<file path="config.mk">
export PLATFORM = sky130hd
export DESIGN_NAME = sync_serial_port
export DESIGN_NICKNAME = d
export VERILOG_FILES = /design/src/sync_serial_pkg.sv /design/src/sync_serial_port.sv
export VERILOG_INCLUDE_DIRS = /design/src
export SDC_FILE = /design/constraint.sdc
export NUM_CORES = 1
export LEC_CHECK = 0
export ABC_AREA = 1
export BUFFER_PORTS_ARGS = -buffer_cell sky130_fd_sc_hd__buf_2
export CORE_AREA = 2 2 110 112
export CTS_CLUSTER_DIAMETER = 80
export DETAILED_ROUTE_END_ITERATION = 7
export DIE_AREA = 0 0 112 114
export HOLD_SLACK_MARGIN = 0.05
export PLACE_DENSITY = 0.75
export REMOVE_ABC_BUFFERS = 1
export SLEW_MARGIN = 20
export SYNTH_ARGS = -nofsm -noshare
export SYNTH_HDL_FRONTEND = slang
export SYNTH_SLANG_ARGS = --single-unit
</file>
<file path="constraint.sdc">
create_clock -name clk_i -period 2.1 [get_ports clk_i]
set_input_delay 0.105 -clock clk_i [delete_from_list [all_inputs] [get_ports clk_i]]
set_output_delay 0.105 -clock clk_i [all_outputs]
set_load 0.05 [all_outputs]
</file>
<file path="src/sync_serial_regs.svh">
// Register offsets, field positions, reset values and counts
`ifndef SYNC_SERIAL_REGS_SVH
`define SYNC_SERIAL_REGS_SVH

`define OFS_BAUD_CONTROL   8'h00
`define OFS_RX_STAT_CTRL   8'h04
`define OFS_BAUD_DIV_LOW   8'h08
`define OFS_BAUD_DIV_HIGH  8'h0C
`define OFS_TX_DATA        8'h10
`define OFS_TX_STAT_CTRL   8'h14
`define OFS_RX_DATA        8'h18

`define BAUD_RX_IDLE       6
`define BAUD_CLK_POLARITY  4
`define BAUD_WIDE_DIVISOR  3

`define RX_PORT_ENABLE     7
`define RX_NINE_BIT        6
`define RX_SINGLE          5
`define RX_CONTINUOUS      4
`define RX_OVERRUN         1
`define RX_NINTH_BIT       0

`define TX_MASTER_CLOCK    7
`define TX_NINE_BIT        6
`define TX_ENABLE          5
`define TX_SYNC_MODE       4
`define TX_HIGH_RATE       2
`define TX_SHIFT_EMPTY     1
`define TX_NINTH_BIT       0

`define REG_RESET          8'h00
`define FIFO_DEPTH         2'h2
`define BITS_SHORT         4'h8
`define BITS_LONG          4'h9

`endif

</file>
<file path="src/sync_serial_pkg.sv">
// Types shared by the synchronous serial port
package sync_serial_pkg;

	typedef enum logic [1:0]
	{
		st_idle  = 2'b00,
		st_lead  = 2'b01,
		st_trail = 2'b11
	} clk_state_t;

	typedef logic [8:0] char_t;

endpackage : sync_serial_pkg

</file>
<file path="src/sync_serial_port.sv">
// Half-duplex synchronous serial port, master or slave, Wishbone registers
`timescale 1ns/10ps
`include "sync_serial_regs.svh"

module sync_serial_port
(
	input  wire logic        clk_i,
	input  wire logic        rst_i,
	input  wire logic        wb_cyc_i,
	input  wire logic        wb_stb_i,
	input  wire logic        wb_we_i,
	input  wire logic [7:0]  wb_adr_i,
	input  wire logic [3:0]  wb_sel_i,
	input  wire logic [31:0] wb_dat_i,
	output logic      [31:0] wb_dat_o,
	output logic             wb_ack_o,
	input  wire logic        data_i,
	output logic             data_o,
	output logic             data_oe_n_o,
	input  wire logic        strobe_i,
	output logic             strobe_o,
	output logic             strobe_oe_n_o,
	output logic             receive_flag_o
);
	import sync_serial_pkg::*;

	// ----------------------------------------------------------------
	// Register state
	// ----------------------------------------------------------------
	logic              clock_polarity_select;
	logic              wide_divisor_select;
	logic              serial_port_enable;
	logic              nine_bit_receive;
	logic              single_receive_enable;
	logic              continuous_receive_enable;
	logic              master_clock_source;
	logic              nine_bit_transmit;
	logic              transmit_enable_bit;
	logic              sync_mode;
	logic              high_rate_select;
	logic              transmit_ninth_bit;
	logic [7:0]        baud_divisor_low;
	logic [7:0]        baud_divisor_high;
	logic [7:0]        transmit_data_register;
	logic              tdr_full;
	logic              overrun_error_flag;
	logic              overrun_single;

	// Engine, FIFO and pin state
	clk_state_t        state;
	logic [15:0]       half_cnt;
	logic [3:0]        bit_cnt;
	char_t             transmit_shift_register;
	logic              tsr_busy;
	char_t             receive_shift_register;
	char_t             fifo [0:1];
	logic              rd_ptr;
	logic [1:0]        fifo_count;
	logic              data_s1;
	logic              data_s;
	logic              strobe_s1;
	logic              strobe_s;
	logic              strobe_d;

	// Combinational terms
	logic              access;
	logic              wr_en;
	logic              pop;
	logic              port_on;
	logic              receiving;
	logic              tx_run;
	logic              rx_run;
	logic              go;
	logic              half_tick;
	logic              lead_ev;
	logic              trail_ev;
	logic              last_bit;
	logic              rx_done;
	logic [3:0]        char_bits;
	logic [15:0]       divisor;
	char_t             next_rsr;
	char_t             rx_char;

	// ----------------------------------------------------------------
	// Bus decode
	// ----------------------------------------------------------------
	always_comb
	begin
		access = wb_cyc_i & wb_stb_i & ~wb_ack_o;
		wr_en  = access & wb_we_i & wb_sel_i[0];
		pop    = access & ~wb_we_i & (wb_adr_i == `OFS_RX_DATA)
			& (fifo_count != 2'h0);
	end

	always_ff @(posedge clk_i)
	begin
		if (rst_i)
			wb_ack_o <= 1'b0;
		else
			wb_ack_o <= access;
	end

	always_ff @(posedge clk_i)
	begin
		if (rst_i)
			wb_dat_o <= 32'h0000_0000;
		else if (access & ~wb_we_i)
		begin
			case (wb_adr_i)
			`OFS_BAUD_CONTROL:
				wb_dat_o <= {25'h000_0000, state == st_idle, 1'b0,
					clock_polarity_select, wide_divisor_select, 3'h0};
			`OFS_RX_STAT_CTRL:
				wb_dat_o <= {24'h00_0000, serial_port_enable,
					nine_bit_receive, single_receive_enable,
					continuous_receive_enable, 2'h0,
					overrun_error_flag, fifo[rd_ptr][8]};
			`OFS_BAUD_DIV_LOW:
				wb_dat_o <= {24'h00_0000, baud_divisor_low};
			`OFS_BAUD_DIV_HIGH:
				wb_dat_o <= {24'h00_0000, baud_divisor_high};
			`OFS_TX_STAT_CTRL:
				wb_dat_o <= {24'h00_0000, master_clock_source,
					nine_bit_transmit, transmit_enable_bit, sync_mode,
					1'b0, high_rate_select, ~tsr_busy,
					transmit_ninth_bit};
			`OFS_RX_DATA:
				wb_dat_o <= {24'h00_0000, fifo[rd_ptr][7:0]};
			default:
				wb_dat_o <= 32'h0000_0000;
			endcase
		end
	end

	// ----------------------------------------------------------------
	// Control registers
	// ----------------------------------------------------------------
	always_ff @(posedge clk_i)
	begin
		if (rst_i)
		begin
			clock_polarity_select <= 1'b0;
			wide_divisor_select   <= 1'b0;
			baud_divisor_low      <= `REG_RESET;
			baud_divisor_high     <= `REG_RESET;
		end
		else if (wr_en)
		begin
			case (wb_adr_i)
			`OFS_BAUD_CONTROL:
			begin
				clock_polarity_select <= wb_dat_i[`BAUD_CLK_POLARITY];
				wide_divisor_select   <= wb_dat_i[`BAUD_WIDE_DIVISOR];
			end
			`OFS_BAUD_DIV_LOW:  baud_divisor_low  <= wb_dat_i[7:0];
			`OFS_BAUD_DIV_HIGH: baud_divisor_high <= wb_dat_i[7:0];
			default:            ;
			endcase
		end
	end

	always_ff @(posedge clk_i)
	begin
		if (rst_i)
		begin
			master_clock_source <= 1'b0;
			nine_bit_transmit   <= 1'b0;
			transmit_enable_bit <= 1'b0;
			sync_mode           <= 1'b0;
			high_rate_select    <= 1'b0;
			transmit_ninth_bit  <= 1'b0;
		end
		else if (wr_en & (wb_adr_i == `OFS_TX_STAT_CTRL))
		begin
			master_clock_source <= wb_dat_i[`TX_MASTER_CLOCK];
			nine_bit_transmit   <= wb_dat_i[`TX_NINE_BIT];
			transmit_enable_bit <= wb_dat_i[`TX_ENABLE];
			sync_mode           <= wb_dat_i[`TX_SYNC_MODE];
			high_rate_select    <= wb_dat_i[`TX_HIGH_RATE];
			transmit_ninth_bit  <= wb_dat_i[`TX_NINTH_BIT];
		end
	end

	always_ff @(posedge clk_i)
	begin
		if (rst_i)
		begin
			serial_port_enable        <= 1'b0;
			nine_bit_receive          <= 1'b0;
			single_receive_enable     <= 1'b0;
			continuous_receive_enable <= 1'b0;
		end
		else if (wr_en & (wb_adr_i == `OFS_RX_STAT_CTRL))
		begin
			serial_port_enable        <= wb_dat_i[`RX_PORT_ENABLE];
			nine_bit_receive          <= wb_dat_i[`RX_NINE_BIT];
			single_receive_enable     <= wb_dat_i[`RX_SINGLE];
			continuous_receive_enable <= wb_dat_i[`RX_CONTINUOUS];
		end
		else if (rx_done)
			single_receive_enable <= 1'b0;
	end

	// ----------------------------------------------------------------
	// Pin synchronisers
	// ----------------------------------------------------------------
	always_ff @(posedge clk_i)
	begin
		if (rst_i)
		begin
			data_s1   <= 1'b0;
			data_s    <= 1'b0;
			strobe_s1 <= 1'b0;
			strobe_s  <= 1'b0;
			strobe_d  <= 1'b0;
		end
		else
		begin
			data_s1   <= data_i;
			data_s    <= data_s1;
			strobe_s1 <= strobe_i;
			strobe_s  <= strobe_s1;
			strobe_d  <= strobe_s;
		end
	end

	// ----------------------------------------------------------------
	// Shift events
	// ----------------------------------------------------------------
	always_comb
	begin
		port_on   = serial_port_enable & sync_mode;
		receiving = single_receive_enable | continuous_receive_enable;
		// Receive takes precedence; transmit needs both enables clear
		tx_run    = port_on & ~receiving & transmit_enable_bit & tsr_busy;
		rx_run    = port_on & receiving & ~overrun_error_flag;
		go        = tx_run | rx_run;
		divisor   = wide_divisor_select
			? {baud_divisor_high, baud_divisor_low}
			: {8'h00, baud_divisor_low};
		half_tick = (half_cnt == 16'h0000);
		if (master_clock_source)
		begin
			lead_ev  = go & ((state == st_idle)
				| ((state == st_trail) & half_tick));
			trail_ev = go & (state == st_lead) & half_tick;
		end
		else
		begin
			// Slave edges judged against the idle level
			lead_ev  = go & (strobe_s != strobe_d)
				& (strobe_s != clock_polarity_select);
			trail_ev = go & (strobe_s != strobe_d)
				& (strobe_s == clock_polarity_select);
		end
		char_bits = (rx_run ? nine_bit_receive : nine_bit_transmit)
			? `BITS_LONG : `BITS_SHORT;
		last_bit  = (bit_cnt == char_bits - 4'h1);
		next_rsr  = {data_s, receive_shift_register[8:1]};
		rx_char   = nine_bit_receive ? next_rsr
			: {1'b0, next_rsr[8:1]};
		rx_done   = trail_ev & rx_run & last_bit;
	end

	// ----------------------------------------------------------------
	// Clock generator and bit counter
	// ----------------------------------------------------------------
	always_ff @(posedge clk_i)
	begin
		if (rst_i | ~port_on | ~go)
		begin
			state    <= st_idle;
			half_cnt <= 16'h0000;
			bit_cnt  <= 4'h0;
			strobe_o <= (rst_i ? 1'b0 : clock_polarity_select);
		end
		else
		begin
			if (lead_ev | trail_ev)
				half_cnt <= divisor;
			else if (~half_tick)
				half_cnt <= half_cnt - 16'h0001;
			if (lead_ev)
			begin
				state    <= st_lead;
				strobe_o <= ~clock_polarity_select;
			end
			else if (trail_ev)
			begin
				state    <= st_trail;
				strobe_o <= clock_polarity_select;
				bit_cnt  <= last_bit ? 4'h0 : bit_cnt + 4'h1;
			end
		end
	end

	// ----------------------------------------------------------------
	// Transmit path
	// ----------------------------------------------------------------
	always_ff @(posedge clk_i)
	begin
		if (rst_i | ~port_on)
		begin
			transmit_data_register  <= `REG_RESET;
			tdr_full                <= 1'b0;
			transmit_shift_register <= 9'h000;
			tsr_busy                <= 1'b0;
			data_o                  <= 1'b0;
		end
		else
		begin
			if (wr_en & (wb_adr_i == `OFS_TX_DATA))
			begin
				transmit_data_register <= wb_dat_i[7:0];
				tdr_full               <= 1'b1;
			end
			else if (~tsr_busy & tdr_full & transmit_enable_bit
				& ~receiving)
				tdr_full <= 1'b0;
			if (~tsr_busy & tdr_full & transmit_enable_bit & ~receiving)
			begin
				transmit_shift_register <= {transmit_ninth_bit,
					transmit_data_register};
				tsr_busy                <= 1'b1;
			end
			else if (tsr_busy & (receiving | ~transmit_enable_bit))
				tsr_busy <= 1'b0;
			else if (trail_ev & tx_run & last_bit)
				tsr_busy <= 1'b0;
			if (lead_ev & tx_run)
			begin
				data_o                  <= transmit_shift_register[0];
				transmit_shift_register <= transmit_shift_register >> 1;
			end
		end
	end

	// ----------------------------------------------------------------
	// Receive path and FIFO
	// ----------------------------------------------------------------
	always_ff @(posedge clk_i)
	begin
		if (rst_i | ~rx_run)
			receive_shift_register <= 9'h000;
		else if (trail_ev)
			receive_shift_register <= next_rsr;
	end

	always_ff @(posedge clk_i)
	begin
		if (rst_i | ~port_on)
		begin
			fifo[0]    <= 9'h000;
			fifo[1]    <= 9'h000;
			rd_ptr     <= 1'b0;
			fifo_count <= 2'h0;
		end
		else
		begin
			if (rx_done & (fifo_count != `FIFO_DEPTH))
				fifo[rd_ptr ^ fifo_count[0]] <= rx_char;
			if (pop)
				rd_ptr <= ~rd_ptr;
			case ({rx_done & (fifo_count != `FIFO_DEPTH), pop})
			2'b10:   fifo_count <= fifo_count + 2'h1;
			2'b01:   fifo_count <= fifo_count - 2'h1;
			default: fifo_count <= fifo_count;
			endcase
		end
	end

	// Set wins over any clear in the same cycle
	always_ff @(posedge clk_i)
	begin
		if (rst_i | ~port_on)
		begin
			overrun_error_flag <= 1'b0;
			overrun_single     <= 1'b0;
		end
		else if (rx_done & (fifo_count == `FIFO_DEPTH))
		begin
			overrun_error_flag <= 1'b1;
			overrun_single     <= ~continuous_receive_enable;
		end
		else if (overrun_single & pop)
			overrun_error_flag <= 1'b0;
		else if (~overrun_single & ~continuous_receive_enable)
			overrun_error_flag <= 1'b0;
	end

	// ----------------------------------------------------------------
	// Pin enables and flag output
	// ----------------------------------------------------------------
	always_ff @(posedge clk_i)
	begin
		if (rst_i)
		begin
			data_oe_n_o    <= 1'b1;
			strobe_oe_n_o  <= 1'b1;
			receive_flag_o <= 1'b0;
		end
		else
		begin
			// Data line released whenever any receive enable is set
			data_oe_n_o    <= ~(port_on & ~receiving
				& transmit_enable_bit);
			strobe_oe_n_o  <= ~(port_on & master_clock_source);
			receive_flag_o <= (next_count_nonzero());
		end
	end

	function automatic logic next_count_nonzero();
		logic push;
		push = rx_done & (fifo_count != `FIFO_DEPTH);
		next_count_nonzero = port_on & (push | (fifo_count > 2'h1)
			| ((fifo_count == 2'h1) & ~pop));
	endfunction : next_count_nonzero

endmodule : sync_serial_port

</file>
==> results.toml <==
[synthesis]
synth_top_area_cell = "dfxtp_1"
yosys.area_share.simple_pct = 25.01
synth_xor_area_share_pct = 1.808
synth_fa_ha_area_share_pct = 1.506
synth_most_common_cell = "nand2_1"
synth_mux_area_share_pct = 0.5165
postSynthCellCount = 776
ys_warn_count = 0
synth-edff-count = 19
synth.area.top_cells = "dfxtp_1 35%, edfxtp_1 9.8%, nand2_1 8.4%"
synth-seq-cells = 120
postSynth.asyncResetShare_pct = 0
yosysSeqAreaShare_pct = 44.59
synth-compound-area-share_pct = 16.57
ys_top_cells_by_count = "130 x nand2_1, 127 x nor2_1, 101 x dfxtp_1"
syn_area_sq_um = 5814
syn_avg_cell_area_sq_um = 7.493
synth_flop_cell = "dfxtp_1"
synth_top_area_share_pct = 34.78
synth_top_family_by_area = "simple AND/OR/NAND/NOR gates"
synthDistinctLibCells = 45

[floorplanning]
die-area_sq_um = 12770
num_io_pins = 89
coreArea_sq_um = 11710
initial_core_util_pct = 49.65
num_rows = 40
die_w_um = 112
die_h_um = 114

[routing]
ant_nets = 0
vias = 5362
routed_via_density = 5.206
drtIter0Drc = 416
route.detailed.drc = 0
wl_per_cell_um = 14.64
dr.pass1.iters = 5
wl_um = 15080

[clocking]
clk_pin_slew_ps = 50
htreeDepth = 4
cts_root_buf = "clkbuf_16"
clock_path_buffers = 2
clock_latency_ps = 410
cts_tree = "done"
cts_sinks = 120
cts_buffers = 17

[placed_design]
dp.cells = 976
gp_congestion = 0.8969
dpl.hpwl_um = 10140
port_buffers = 37

[grt]
gr-usage-all-layers_pct = 23.95
overflow = 0
grt_max_degree = 38
grt_pass1_wl_um = 24120
grt_pass1_vias = 4992
antenna_found_initial = 0

[setup_path]
path_max_fanout = 4
cp-start-kind = "flip-flop"
worstPathRequired_ps = 2240
cp-end-kind = "flip-flop"
worstSetupPathType = "flip-flop to flip-flop"
arrival_ps = 2270

[final_layout]
area_growth_pct = 23.89
diodes = 0
drive_gt1_share_pct = 18.23
fill_cells = 1020
final_nets = 928
fin_util_pct = 61.51
final_cells = 1030

[sta]
finalSetupViolCount = 9
relSlewSlack_pct = 39.52
timing.final.ws_setup_ps = -29.39
min_period_over_period_pct = 101.4
worst_pin_slew_ps = 906.2
report.final.slew_viol_count = 0
finalCriticalPeriod_ps = 2129
fmax_mhz = 469.6
final.setup_skew_ps = 7.320
rsz0062_at_grt = "yes"
hold_violations = 0

[power]
irDropWorstVdd_mv = 0.6257
cellPowerDensity_nw_per_um2 = 749.4
p_leak_nw = 3.083

[job]
max_cap_viol_count = 0

[status]
status = "finished, violations left"
violations = "negative setup slack"

[min_path]
hold_path_class = "input pin to flip-flop"
[power by group]
| part | switching, mW | internal [mW] | leakage (nW) |
|---|---|---|---|
| clock | 1.02 | 1.78 | 0.274 |
| sequential | 0.00800 | 2.34 | 1.05 |
| combinational | 0.193 | 0.0549 | 1.76 |
[cell usage in the layout, fill, tap and decap left out, types with 7 or more instances in the layout]
cell / n
nand2_1: 127
nor2_1: 122
dfxtp_1: 99
o21ai_0: 91
inv_1: 79
a21oi_1: 57
buf_2: 37
buf_4: 32
conb_1: 24
nand3_1: 20
clkbuf_16: 19
edfxtp_1: 19
dlygate4sd3_1: 14
nor2_2: 11
nor3_1: 9
xor2_1: 8
o211ai_1: 8
nand2_2: 7
[sequential cells by signal, summed over array words and instances, names as in the netlist, 2 cells and up, named ones only]
signal,count
fifo_count,2
wb_dat_o,8
bit_cnt,4
transmit_data_register,8
fifo,18
baud_divisor_high,8
half_cnt,16
baud_divisor_low,8
transmit_shift_register,9
receive_shift_register,8
state,2
[layout make-up]
cell class                 count  area (sq um)  share of cell area, %
clock buffer                  25         506.7                  7.035
multi-input combinational    552          2810                  39.01
timing repair buffer          91         695.7                  9.658
clock inverter                 7         67.56                 0.9380
sequential                   120          2595                  36.03
inverter                      87         336.6                  4.673
timing repair inverter         1         7.507                 0.1042
tap                          147         183.9                  2.553
[critical path: stages, from the launching register on]
cell	delay [ps]
dfxtp_2	330
inv_4	70
ha_4	130
inv_2	30
nor2_2	110
nand2_1	70
nor2_2	120
nand3_2	110
o21ai_4	200
nand2_4	70
nor2_4	150
buf_6	120
nand4_4	80
nand2_4	120
clkbuf_16	140
[worst paths after layout]
check,cells after the start,end,startpoint,slack (ps)
min,3,baud_divisor_high[6]$_SDFFE_PP0P_,wb_dat_i[6],80
max reg2reg,14,fifo[0][7]$_SDFFCE_PN0P_,half_cnt[1]$_SDFFE_PP0P_,-30
max,14,fifo[0][7]$_SDFFCE_PN0P_,half_cnt[1]$_SDFFE_PP0P_,-30
min reg2reg,2,data_s$_SDFF_PP0_,data_s1$_SDFF_PP0_,410
[metal layers]
| layer | part of all wire (%) | global-route usage (%) | vias up |
|---|---|---|---|
| li1 | - | - | 2687 |
| met1 | 42 | 28.98 | 2456 |
| met2 | 49 | 40.93 | 192 |
| met3 | 6.2 | 6.164 | 27 |
| met4 | 2.5 | 9.756 | 0 |
| met5 | 0 | 0 | - |
[cells by family after synthesis]
family                     Yosys count
muxes                                3
and+or+nand+nor                    327
xor gates and xnor gates            12
DFF                                120
buffers and inverters              128
other                                1
AOI/OAI and AO/OA                  178
adders and majority gates            7
[stage by stage]
| step | TNS, ps | instance area [sq um] | hold slack [ps] | power, mW | setup slack (ps) |
|---|---|---|---|---|---|
| after floorplan | -3787 | 5649 | 176.2 | 2.556 | -195.2 |
| after global placement | -307.2 | 6311 | 313.1 | 2.621 | -29.24 |
| after detailed placement | -893.4 | 6311 | 317.0 | 2.622 | -116.0 |
| after CTS | -1.571 | 7073 | 63.80 | 5.408 | -1.571 |
| after global routing | -3962 | 7203 | 73.35 | 5.540 | -163.5 |
| final | -140.4 | 7203 | 80.35 | 5.398 | -29.39 |
[what timing repair did]
| action | CTS | global route |
|---|---|---|
| endpoints found under the hold margin | 21 | 0 |
| pin swaps | 3 | 7 |
| endpoints found under the setup margin | 28 | 77 |
| resized for setup | 11 | 23 |
| setup buffers | 2 | 3 |
| gates cloned | 0 | 3 |
| hold buffers | 14 | 0 |
No activity file was read; power rests on OpenSTA's default activity.
